## src/hdl/lbt_regs.svh

```systemverilog
// Operation
// RL1: Address and data share one 32-bit path
// RL2: Bridge masters the bus; FPGA answers as target
// RL3: Two DMA request/ack pairs, one local interrupt
// RL4: Buffer sustains single-clock back-to-back bursts; here a FIFO write takes at least three clocks and a read at least two
// RL5: Address bit 22 selects registers or FIFO
// RL6: Bridge forces bit 22 per address window
// RL7: FIFO space ignores address bits 21 to 2
// RL8: FIFO window spans 4 MB by default
// RL9: Fixed-address DMA permits a smaller FIFO window
// RL10: EEPROM holds 44, 11, 9 word regions
// RL11: Configuration image loads through bridge pins
// RL12: Acknowledges stay inactive until logic drives them
// RL13: Local bus runs on one synthesized clock
// RL14: Synthesizer reference from host clock or oscillator
// RL15: Synthesizers undefined until reprogrammed after reset
// RL16: Each differential transceiver carries eight bits
// RL17: Four blocks, each input or output
// RL18: All lines of one block share direction
// RL19: All blocks use one signalling standard
// RL20: Register window is 64 KB memory space
// RL21: DMA request only when FIFO can move
// RL22: Blocks default to input after configuration
`ifndef LBT_REGS_SVH
`define LBT_REGS_SVH

`define LBT_AW            23
`define LBT_DW            32
`define LBT_SPACE_BIT     22
`define LBT_IDX_HI        7
`define LBT_IDX_LO        2
`define LBT_IDX_W         6

`define LBT_IDX_CTRL      6'h00
`define LBT_IDX_DIR       6'h01
`define LBT_IDX_TX_LO     6'h02
`define LBT_IDX_TX_HI     6'h03
`define LBT_IDX_RX_LO     6'h04
`define LBT_IDX_RX_HI     6'h05
`define LBT_IDX_STATUS    6'h06

`define LBT_CTRL_DIFF     0
`define LBT_CTRL_REFSEL   1
`define LBT_CTRL_CLKSEL   2
`define LBT_CTRL_INTEN    3
`define LBT_CTRL_DMAEN0   4
`define LBT_CTRL_DMAEN1   5
`define LBT_CTRL_W        6
`define LBT_CTRL_RST      6'h00
`define LBT_DIR_RST       4'h0

`define LBT_BLOCKS        4
`define LBT_LINES         16
`define LBT_DIFF_LINES    8
`define LBT_IO_W          64

`define LBT_FIFO_DEPTH    16
`define LBT_FIFO_AW       4
`define LBT_RESP_OKAY     2'h0
`define LBT_RESP_SLVERR   2'h2

`endif

```

## src/hdl/lbt_pkg.sv

```systemverilog
package lbt_pkg;
    typedef struct packed {
        logic dma_en1;
        logic dma_en0;
        logic int_en;
        logic clk_sel;
        logic ref_sel;
        logic diff_mode;
    } lbt_ctrl_s;

    typedef struct packed {
        logic [1:0] req;
        logic       irq;
    } lbt_event_s;

    typedef struct packed {
        logic ref_sel;
        logic clk_sel;
    } lbt_clk_s;
endpackage

```

## src/hdl/lbt_target.sv

```systemverilog
// Chosen here: the placing of the registers and register access over AXI4-Lite.
`timescale 1ns/1ns
`include "lbt_regs.svh"
module lbt_target (
    // Clock and reset
    input  wire logic                   aclk,
    input  wire logic                   aresetn,
    // AXI4-Lite slave
    input  wire logic [22:0]            s_axi_awaddr,
    input  wire logic                   s_axi_awvalid,
    output      logic                   s_axi_awready,
    input  wire logic [31:0]            s_axi_wdata,
    input  wire logic [3:0]             s_axi_wstrb,
    input  wire logic                   s_axi_wvalid,
    output      logic                   s_axi_wready,
    output      logic [1:0]             s_axi_bresp,
    output      logic                   s_axi_bvalid,
    input  wire logic                   s_axi_bready,
    input  wire logic [22:0]            s_axi_araddr,
    input  wire logic                   s_axi_arvalid,
    output      logic                   s_axi_arready,
    output      logic [31:0]            s_axi_rdata,
    output      logic [1:0]             s_axi_rresp,
    output      logic                   s_axi_rvalid,
    input  wire logic                   s_axi_rready,
    // DMA handshake and local interrupt
    output      lbt_pkg::lbt_event_s    dma_irq_out,
    input  wire logic [1:0]             dma_ack,
    // Clock synthesizer selection
    output      lbt_pkg::lbt_clk_s      clk_select,
    // Link clock
    input  wire logic                   link_clk,
    // Front connector lines
    input  wire logic [63:0]            io_in,
    output      logic [63:0]            io_out,
    output      logic [63:0]            io_oe_n,
    output      logic [3:0]             xcvr_drive
);
    import lbt_pkg::*;

    ////////////////////////////////////////////////////////////////////////
    // Register state
    lbt_ctrl_s          ctrl_q;
    logic [3:0]         dir_q;
    logic [63:0]        tx_q;
    logic [63:0]        rx_q;
    logic [63:0]        out_q;

    ////////////////////////////////////////////////////////////////////////
    // Write channel: address and data taken in either order
    logic               aw_got_q;
    logic               w_got_q;
    logic [22:0]        aw_addr_q;
    logic [31:0]        w_data_q;
    logic [3:0]         w_strb_q;
    logic               bvalid_q;
    logic [1:0]         bresp_q;

    // Acknowledges are low in reset and whenever busy RL12
    assign s_axi_awready = aresetn && !aw_got_q && !bvalid_q;
    assign s_axi_wready  = aresetn && !w_got_q && !bvalid_q;
    assign s_axi_bvalid  = bvalid_q;
    assign s_axi_bresp   = bresp_q;

    wire aw_hs   = s_axi_awvalid && s_axi_awready;
    wire w_hs    = s_axi_wvalid && s_axi_wready;
    wire wr_go   = aw_got_q && w_got_q; // RL2
    // Bit 22 chooses register or FIFO space RL5
    wire wr_fifo = aw_addr_q[`LBT_SPACE_BIT];
    wire [`LBT_IDX_W-1:0] wr_idx = aw_addr_q[`LBT_IDX_HI:`LBT_IDX_LO];
    wire wr_reg_hit = !wr_fifo && (wr_idx <= `LBT_IDX_TX_HI);

    ////////////////////////////////////////////////////////////////////////
    // Buffer FIFO, one word per access RL4
    logic [31:0]                mem_q [`LBT_FIFO_DEPTH];
    logic [`LBT_FIFO_AW:0]      wptr_q;
    logic [`LBT_FIFO_AW:0]      rptr_q;
    wire  [`LBT_FIFO_AW:0]      fcount = wptr_q - rptr_q;
    wire                        fempty = (wptr_q == rptr_q);
    wire                        ffull  = (fcount == (`LBT_FIFO_AW+1)'(`LBT_FIFO_DEPTH));

    ////////////////////////////////////////////////////////////////////////
    // Read channel
    logic               rvalid_q;
    logic [31:0]        rdata_q;
    logic [1:0]         rresp_q;

    assign s_axi_arready = aresetn && !rvalid_q; // RL12
    assign s_axi_rvalid  = rvalid_q;
    assign s_axi_rdata   = rdata_q;
    assign s_axi_rresp   = rresp_q;

    wire ar_hs   = s_axi_arvalid && s_axi_arready;
    // Bits 21..2 take no part in FIFO reads RL7
    wire rd_fifo = s_axi_araddr[`LBT_SPACE_BIT];
    wire [`LBT_IDX_W-1:0] rd_idx = s_axi_araddr[`LBT_IDX_HI:`LBT_IDX_LO];
    wire fifo_pop  = ar_hs && rd_fifo && !fempty;
    wire fifo_push = wr_go && wr_fifo && !ffull;

    ////////////////////////////////////////////////////////////////////////
    // Pin synchronisers, three stages, agreement of two and three
    logic [63:0]        io_s1_q;
    logic [63:0]        io_s2_q;
    logic [63:0]        io_s3_q;
    logic [63:0]        io_lvl_q;
    logic [2:0]         lk_s_q;
    logic               lk_lvl_q;
    logic [1:0]         ak_s1_q;
    logic [1:0]         ak_s2_q;
    logic [1:0]         ak_s3_q;
    logic [1:0]         ak_lvl_q;

    wire [63:0] io_agree = ~(io_s2_q ^ io_s3_q);
    wire [63:0] io_lvl_d = (io_s3_q & io_agree) | (io_lvl_q & ~io_agree);
    wire [1:0]  ak_agree = ~(ak_s2_q ^ ak_s3_q);
    wire [1:0]  ak_lvl_d = (ak_s3_q & ak_agree) | (ak_lvl_q & ~ak_agree);
    wire        lk_agree = (lk_s_q[1] == lk_s_q[2]);
    wire        lk_lvl_d = lk_agree ? lk_s_q[2] : lk_lvl_q;
    // I/O is timed by the link clock, found by the bus clock RL13
    wire        lk_rise  = lk_lvl_d && !lk_lvl_q;

    ////////////////////////////////////////////////////////////////////////
    // Line masks for mode and direction
    logic [63:0]        drv_mask;
    logic [63:0]        lane_mask;
    always_comb begin
        for (int b = 0; b < `LBT_BLOCKS; b++) begin
            for (int i = 0; i < `LBT_LINES; i++) begin
                // One mode for all blocks; eight lines per transceiver RL19 RL16
                lane_mask[b*`LBT_LINES+i] = !ctrl_q.diff_mode || (i < `LBT_DIFF_LINES);
                // One direction bit per block RL17 RL18
                drv_mask[b*`LBT_LINES+i]  = dir_q[b] && lane_mask[b*`LBT_LINES+i];
            end
        end
    end

    assign io_out     = out_q;
    assign io_oe_n    = ~drv_mask;
    assign xcvr_drive = dir_q; // RL18

    // Requests follow FIFO room and content RL21 RL3
    assign dma_irq_out.req[0] = ctrl_q.dma_en0 && !ffull;
    assign dma_irq_out.req[1] = ctrl_q.dma_en1 && !fempty;
    assign dma_irq_out.irq    = ctrl_q.int_en && !fempty; // RL3

    // Synthesizer reference and FPGA timing source RL14 RL13
    assign clk_select.ref_sel = ctrl_q.ref_sel;
    assign clk_select.clk_sel = ctrl_q.clk_sel;

    ////////////////////////////////////////////////////////////////////////
    // Register read mux
    wire [31:0] status_w = {20'h00000, lk_lvl_q, ak_lvl_q, ffull, fempty,
                            2'h0, fcount};
    logic [31:0]        reg_rd;
    logic               reg_hit;
    always_comb begin
        reg_hit = 1'b1;
        case (rd_idx)
            `LBT_IDX_CTRL:   reg_rd = {26'h0000000, ctrl_q};
            `LBT_IDX_DIR:    reg_rd = {28'h0000000, dir_q};
            `LBT_IDX_TX_LO:  reg_rd = tx_q[31:0];
            `LBT_IDX_TX_HI:  reg_rd = tx_q[63:32];
            `LBT_IDX_RX_LO:  reg_rd = rx_q[31:0];
            `LBT_IDX_RX_HI:  reg_rd = rx_q[63:32];
            `LBT_IDX_STATUS: reg_rd = status_w;
            default: begin
                reg_rd  = 32'h00000000;
                reg_hit = 1'b0;
            end
        endcase
    end

    // Byte-lane merge for register writes
    function automatic logic [31:0] merge(input logic [31:0] old,
                                          input logic [31:0] nw,
                                          input logic [3:0]  st);
        logic [31:0] r;
        r = old;
        for (int k = 0; k < 4; k++) begin
            if (st[k]) begin
                r[k*8 +: 8] = nw[k*8 +: 8];
            end
        end
        return r;
    endfunction

    wire [31:0] ctrl_new = merge({26'h0000000, ctrl_q}, w_data_q, w_strb_q);
    wire [31:0] dir_new  = merge({28'h0000000, dir_q}, w_data_q, w_strb_q);
    wire [31:0] txl_new  = merge(tx_q[31:0], w_data_q, w_strb_q);
    wire [31:0] txh_new  = merge(tx_q[63:32], w_data_q, w_strb_q);
    wire        reg_wr   = wr_go && wr_reg_hit;

    ////////////////////////////////////////////////////////////////////////
    // Write handshake and response
    always_ff @(posedge aclk) begin
        if (!aresetn) begin
            aw_got_q  <= 1'b0;
            w_got_q   <= 1'b0;
            aw_addr_q <= 23'h000000;
            w_data_q  <= 32'h00000000;
            w_strb_q  <= 4'h0;
            bvalid_q  <= 1'b0;
            bresp_q   <= `LBT_RESP_OKAY;
        end else begin
            if (aw_hs) begin
                aw_got_q  <= 1'b1;
                aw_addr_q <= s_axi_awaddr;
            end
            if (w_hs) begin
                w_got_q  <= 1'b1;
                w_data_q <= s_axi_wdata;
                w_strb_q <= s_axi_wstrb;
            end
            if (wr_go) begin
                aw_got_q <= 1'b0;
                w_got_q  <= 1'b0;
                bvalid_q <= 1'b1;
                bresp_q  <= (wr_fifo ? !ffull : wr_reg_hit) ? `LBT_RESP_OKAY
                                                            : `LBT_RESP_SLVERR;
            end else if (bvalid_q && s_axi_bready) begin
                bvalid_q <= 1'b0;
            end
        end
    end

    // Control registers; direction resets to input RL22
    always_ff @(posedge aclk) begin
        if (!aresetn) begin
            ctrl_q <= `LBT_CTRL_RST;
            dir_q  <= `LBT_DIR_RST; // RL22
            tx_q   <= 64'h0000000000000000;
        end else if (reg_wr) begin
            case (wr_idx)
                `LBT_IDX_CTRL:  ctrl_q      <= ctrl_new[`LBT_CTRL_W-1:0];
                `LBT_IDX_DIR:   dir_q       <= dir_new[3:0];
                `LBT_IDX_TX_LO: tx_q[31:0]  <= txl_new;
                `LBT_IDX_TX_HI: tx_q[63:32] <= txh_new;
                default:        ctrl_q      <= ctrl_q;
            endcase
        end
    end

    // FIFO storage and pointers, one push and one pop per clock RL4
    always_ff @(posedge aclk) begin
        if (fifo_push) begin
            mem_q[wptr_q[`LBT_FIFO_AW-1:0]] <= w_data_q;
        end
    end

    always_ff @(posedge aclk) begin
        if (!aresetn) begin
            wptr_q <= '0;
            rptr_q <= '0;
        end else begin
            if (fifo_push) begin
                wptr_q <= wptr_q + 1'b1;
            end
            if (fifo_pop) begin
                rptr_q <= rptr_q + 1'b1;
            end
        end
    end

    // Read response, one cycle after the address is taken RL1
    always_ff @(posedge aclk) begin
        if (!aresetn) begin
            rvalid_q <= 1'b0;
            rdata_q  <= 32'h00000000;
            rresp_q  <= `LBT_RESP_OKAY;
        end else if (ar_hs) begin
            rvalid_q <= 1'b1;
            if (rd_fifo) begin // RL5 RL7
                rdata_q <= fempty ? 32'h00000000 : mem_q[rptr_q[`LBT_FIFO_AW-1:0]];
                rresp_q <= `LBT_RESP_OKAY;
            end else begin
                rdata_q <= reg_rd;
                rresp_q <= reg_hit ? `LBT_RESP_OKAY : `LBT_RESP_SLVERR;
            end
        end else if (rvalid_q && s_axi_rready) begin
            rvalid_q <= 1'b0;
        end
    end

    ////////////////////////////////////////////////////////////////////////
    // Synchronisers
    always_ff @(posedge aclk) begin
        if (!aresetn) begin
            io_s1_q  <= 64'h0000000000000000;
            io_s2_q  <= 64'h0000000000000000;
            io_s3_q  <= 64'h0000000000000000;
            io_lvl_q <= 64'h0000000000000000;
            lk_s_q   <= 3'h0;
            lk_lvl_q <= 1'b0;
            ak_s1_q  <= 2'h0;
            ak_s2_q  <= 2'h0;
            ak_s3_q  <= 2'h0;
            ak_lvl_q <= 2'h0;
        end else begin
            io_s1_q  <= io_in;
            io_s2_q  <= io_s1_q;
            io_s3_q  <= io_s2_q;
            io_lvl_q <= io_lvl_d;
            lk_s_q   <= {lk_s_q[1:0], link_clk};
            lk_lvl_q <= lk_lvl_d;
            ak_s1_q  <= dma_ack;
            ak_s2_q  <= ak_s1_q;
            ak_s3_q  <= ak_s2_q;
            ak_lvl_q <= ak_lvl_d;
        end
    end

    // Link-edge transfer of line data
    always_ff @(posedge aclk) begin
        if (!aresetn) begin
            out_q <= 64'h0000000000000000;
            rx_q  <= 64'h0000000000000000;
        end else if (lk_rise) begin
            out_q <= tx_q & drv_mask; // RL17 RL16
            rx_q  <= io_lvl_d & ~drv_mask & lane_mask; // RL19
        end
    end
endmodule

```

## config.mk

```make
export PLATFORM = sky130hd
export DESIGN_NAME = lbt_target
export DESIGN_NICKNAME = d
export VERILOG_FILES = /design/src/hdl/lbt_pkg.sv /design/src/hdl/lbt_target.sv
export VERILOG_INCLUDE_DIRS = /design/src /design/src/hdl
export SDC_FILE = /design/constraint.sdc
export NUM_CORES = 1
export LEC_CHECK = 0
export BUFFER_PORTS_ARGS = -buffer_cell sky130_fd_sc_hd__buf_2
export CAP_MARGIN = 20
export CORE_MARGIN = 2
export CORE_UTILIZATION = 50
export CTS_BUF_LIST = sky130_fd_sc_hd__clkbuf_4 sky130_fd_sc_hd__clkbuf_8
export CTS_CLUSTER_SIZE = 8
export DETAILED_ROUTE_END_ITERATION = 7
export GPL_TIMING_DRIVEN = 0
export PLACE_DENSITY = 0.69
export SLEW_MARGIN = 0
export SYNTH_ARGS = -nofsm -noshare
export SYNTH_HDL_FRONTEND = slang
export SYNTH_SLANG_ARGS = --single-unit
```

## constraint.sdc

```tcl
create_clock -name aclk -period 6.3 [get_ports aclk]
set_clock_uncertainty 0.05 [all_clocks]
set_input_delay 0.315 -clock aclk [delete_from_list [all_inputs] [get_ports aclk]]
set_output_delay 0.315 -clock aclk [all_outputs]
set_load 0.05 [all_outputs]
```

== Yosys cells after proc, flatten, opt, wreduce, memory -nomap -nowiden ==
Memory sizes are Yosys's and may differ from the RTL's. A register that Yosys moved wholly into a read port is not among the register bits.
Index checks and enable logic that the tools add are counted.
Widths: inputs -> output; s select.
Storage, ports and cells
  register bits after elaboration: 579
  memory bits (writable): 512
  output and inout bits: 178
  word-level logic and storage cells: 140
  memories: 1
Memory list
  mem_q: depth 16, width 32, rd ports 1, clocked after memory_dff 1, wr ports 1, RTL line lbt_target.sv:75  | logic [31:0] mem_q [`LBT_FIFO_DEPTH];
Operators by class
  $add $sub $neg: 3
  magnitude comparators: 1
  eq/ne operators: 12
  muxes and demuxes: 17
  bitwise gates (word level): 17
  reduce and logical (&&, ||, !) cells: 50
Operator list (count)
  $and 64x64->64: 5
  $pmux 32 s7: 1
  $not 64->64: 3
  $mux 32: 2
  $or 64x64->64: 1
  $xor 64x64->64: 1
  $reduce_and 3->1: 10
  $logic_and 1x1->1: 25
  $eq 6x2->1 const B: 4
  $eq 6x3->1 const B: 3
  $eq 6x1->1 const B: 2
  $logic_not 6->1: 2
  $add 5x1->5 const B: 2
  $logic_not 1->1: 9
  $mux 1: 9
  $mux 4: 2
  $reduce_or 7->1: 1
  $le 6x2->1 const B: 1
  $mux 2: 3
  $eq 5x5->1: 1
  $eq 5x5->1 const B: 1
  $sub 5x5->5: 1
  $and 2x2->2: 2
  $not 2->2: 2
  6 further kinds: 7

== Depth between registers and ports, before layout ==
  depth in word-level cells: 7
  gate-level depth with buffers: 10
  gate-level depth less buffers: 9

== Worst setup path before layout ==
OpenSTA, ideal clock, no wires.
  kind: flip-flop to flip-flop
  start: register wptr_q[0]
  end: memory mem_q[3][0] (enable)
  library setup time: 0.501 ns
  arrival: 4.666 ns
  path slack: 1.082 ns
  stages on the path, launching flop included: 10
  path buffers: 1
  cell sequence: dfxtp_1 inv_1 ha_1 inv_1 fa_1 nand3_1 and3_1 a2111oi_4 buf_2 nor4_1
Between the ends
  cells in the longest elaborated chain, start to end: 6
Ends and longest elaborated chain
  from (decl): RTL line lbt_target.sv:76  | logic [`LBT_FIFO_AW:0] wptr_q;
  from (signal assigned): RTL line lbt_target.sv:256  | wptr_q <= wptr_q + 1'b1;
  $sub 5x5->5: RTL line lbt_target.sv:78  | wire [`LBT_FIFO_AW:0] fcount = wptr_q - rptr_q;
  $eq 5x5->1: RTL line lbt_target.sv:80  | wire ffull = (fcount == (`LBT_FIFO_AW+1)'(`LBT_FIFO_DEPTH));
  $logic_not 1->1: RTL line lbt_target.sv:98  | wire fifo_push = wr_go && wr_fifo && !ffull;
  $logic_and 1x1->1: RTL line lbt_target.sv:98
  $mux 1: RTL line lbt_target.sv:245  | if (fifo_push) begin
  $mux 1: RTL line lbt_target.sv:246  | mem_q[wptr_q[`LBT_FIFO_AW-1:0]] <= w_data_q;
  to (decl): RTL line lbt_target.sv:75
Parallel ways exist; a longest one is shown, timed or not.

==> results.cfg <==
[critical_path]
cp-start-kind = flip-flop
path_class = flip-flop to primary output
cp-end-kind = primary output
crit_end = dma_irq_out[1]
regToRegEndpoint = mem_q[4][17]$_DFFE_PP_
arrival_ns = 3.68
worst-r2r-setup-slack_ns = 2.83
r2r.worst_path.cells = 11
crit_fanout = 10
startpoint = wptr_q[0]$_SDFFE_PN0P_
r2r-start = wptr_q[0]$_SDFFE_PN0P_
required_ns = 5.93

[timing]
finalMaxSlewViolations = 0
rsz0062_at_grt = false
tightest_slew_ns = 1.15
finalSetupViolations = 0
final-hold-violation-count = 0
min_period_over_period_pct = 64.2
fmax_ghz = 0.247
slew_headroom_pct = 23.1
fin_crit_ns = 4.04

[floorplanning]
die_area_um2 = 81900
die_h_um = 286
start_util_pct = 50.5
ioPinCount = 334
fp.dieW_um = 286
rows = 103
core_area_um2 = 78900

[logic_synthesis]
ys_types = 64
syn_area_um2 = 39800
syn-instance-count = 2960
synth_edf_count = 512
synth_ff_type = dfxtp_1
synth_commonest_cells = dfxtp_1, edfxtp_1, nand2_1
synth_top_area_cell = edfxtp_1
synth_most_common_cell = dfxtp_1
ys_warn_count = 0
yosysSeqAreaShare_pct = 67.0
synth_top_area_share_pct = 38.6
yosys-top-cells-area = edfxtp_1, dfxtp_1, mux4_2
async_reset_ff_share_pct = 0
syn_avg_cell_area_um2 = 13.4
synth_seq_cells = 1077

[power]
p_leak_nw = 16.6
p_per_area_nw_per_um2 = 287
pwr-share-seq_pct = 55.0
pwr-share-comb_pct = 2.5
internal_power_mw = 10.7
p_switching_mw = 2.93
switching_share_pct = 21.5
peakVddDrop_mv = 0.206
pwr-share-clk_pct = 42.5
power_mw = 13.6

[clock_tree]
clk_transition_reported_paths_ns = 0.06
cts_hold_buf = 115
cts_setup_buffers = 0
cts_resized = 0
tritoncts = built
root_buffer = clkbuf_8
clock_insertion_delay_worst_skew_ns = 0.83
cts_made_buffers = 165
clk_path_buf_depth = 3
htreeDepth = 4
cts.sinks = 1077

[run_status]
status = complete, no violations

[worst_hold_path]
hold_class = input pin to flip-flop

[routing]
drt-vias-per-instance = 5.63
drt-initial-drc-count = 2700
drc = 0
wl_um = 115000
first_pass_iters = 7
post_drt_wl_per_cell_um = 24.3
postRouteAntennaNets = 0
via_count = 26700

[global_routing]
grt_pass1_wl_um = 168000
grt_pass1_vias = 26300
antenna_found_initial = 9
grt_max_degree = 25
grt_usage_pct = 28.2
gr-total-overflow = 0

[placement]
place_congestion = 0.979
dp.cells = 4331
hpwl_um = 80100
io_buffers = 299

[job]
maxCapViolations = 0

[final_layout]
area.growth.synth_to_final_pct = 19.2
stdcell_count = 4733
final_util_pct = 60.2
fin_nets = 3729
layout-drive-gt1-share_pct = 23.5
## flip-flops by register name (all words and copies together), names as in the netlist, 2 cells and up, named ones only
signal and flops:
mem_q 512, io_lvl_q 64, io_out 64, io_s1_q 64
io_s2_q 64, io_s3_q 64, rx_q 64, tx_q 64
s_axi_rdata 32, w_data_q 32, aw_addr_q 7, rptr_q 5
wptr_q 5, ctrl_q 4, w_strb_q 4, xcvr_drive 4
lk_s_q 3, ak_s1_q 2, ak_s2_q 2, ak_s3_q 2
clk_select 2
## placed cells by master, fill, tap and decap left out, types with 118 or more instances in the layout
master	netlist	final
edfxtp_1	512	512
buf_2	25	324
clkbuf_8	0	184
and2_1	214	214
mux4_2	129	129
dfxtp_1	565	565
a21boi_0	195	195
a21oi_1	118	118
nand2_1	343	343
clkbuf_1	127	127
## power groups by stage
| stage | registers [mW] | logic (mW) | clock network, mW |
|---|---|---|---|
| 2_1_floorplan | 7.59 | 0.155 | 0 |
| 3_3_place_gp | 7.63 | 0.275 | 0 |
| 3_5_place_dp | 7.63 | 0.278 | 0 |
| 4_1_cts | 7.48 | 0.335 | 5.82 |
| 5_1_grt | 7.49 | 0.365 | 6.13 |
| 6_report | 7.49 | 0.338 | 5.78 |
## per-layer routing
metal | track usage (%) | wire [um] | up-vias | share of wire (%)
met3 | 6.17 | 10200 | 235 | 8.8
met4 | 12.7 | 5040 | 6 | 4.4
met5 | 0 | 34 | - | 0.030
li1 | - | - | 12000 | -
met1 | 36.3 | 44600 | 13200 | 39
met2 | 46.0 | 55300 | 1262 | 48
## cell type report
class,count,area (um^2)
flip-flops and latches,1077,26700
inverters,11,41.3
multi-input cells,1634,11900
plain buffers,239,1250
well taps,1050,1310
clock inverters,18,158
repair buffers,435,2990
diodes,6,15.0
fillers,6144,31400
clock buffers,263,3130
## worst min path at each step
stage	from	cells past startpoint	to	slack (ns)
floorplan	ak_s1_q[0]$_SDFF_PN0_	1	ak_s2_q[0]$_SDFF_PN0_	0.36
global placement	io_s1_q[36]$_SDFF_PN0_	1	io_s2_q[36]$_SDFF_PN0_	0.36
detailed placement	io_s1_q[42]$_SDFF_PN0_	1	io_s2_q[42]$_SDFF_PN0_	0.37
CTS	io_in[53]	3	io_s1_q[53]$_SDFF_PN0_	0.12
global route	io_in[43]	3	io_s1_q[43]$_SDFF_PN0_	0.14
finish	io_in[43]	3	io_s1_q[43]$_SDFF_PN0_	0.17
## worst max-delay path, stage by stage (launching register included)
cell       delay [ns]
dfxtp_1          0.35
inv_1            0.16
ha_1             0.19
inv_1            0.05
fa_1             0.40
xnor2_1          0.29
nand3b_1         0.17
a2111oi_4        0.46
buf_2            0.38
nor2b_1          0.16
buf_2            0.24
## kinds of logic (layout without fill, tap and decap cells)
family	count (synthesis)	in the layout	share of synthesized area, %
flip-flops	1077	1077	67.0
AND/OR/NAND/NOR	842	842	10.5
AO/OA/AOI/OAI	596	596	10.3
buffers and inverters	250	966	3.24
multiplexers	178	178	8.55
adder cells (fa/ha/maj)	10	10	0.333
XOR/XNOR	6	6	0.132
other	1	8	0.00942
## metrics by stage
step	setup WS, ns	hold slack, ns	TNS, ns	instance area (um^2)
3_3_place_gp	-2.68	0.364	-85.75	42600
4_1_cts	2.34	0.124	0	47400
2_1_floorplan	1.08	0.362	0	39800
5_1_grt	2.15	0.145	0	47400
3_5_place_dp	2.71	0.368	0	43000
6_report	2.26	0.174	0	47400
No activity file was read; power rests on OpenSTA's default activity.
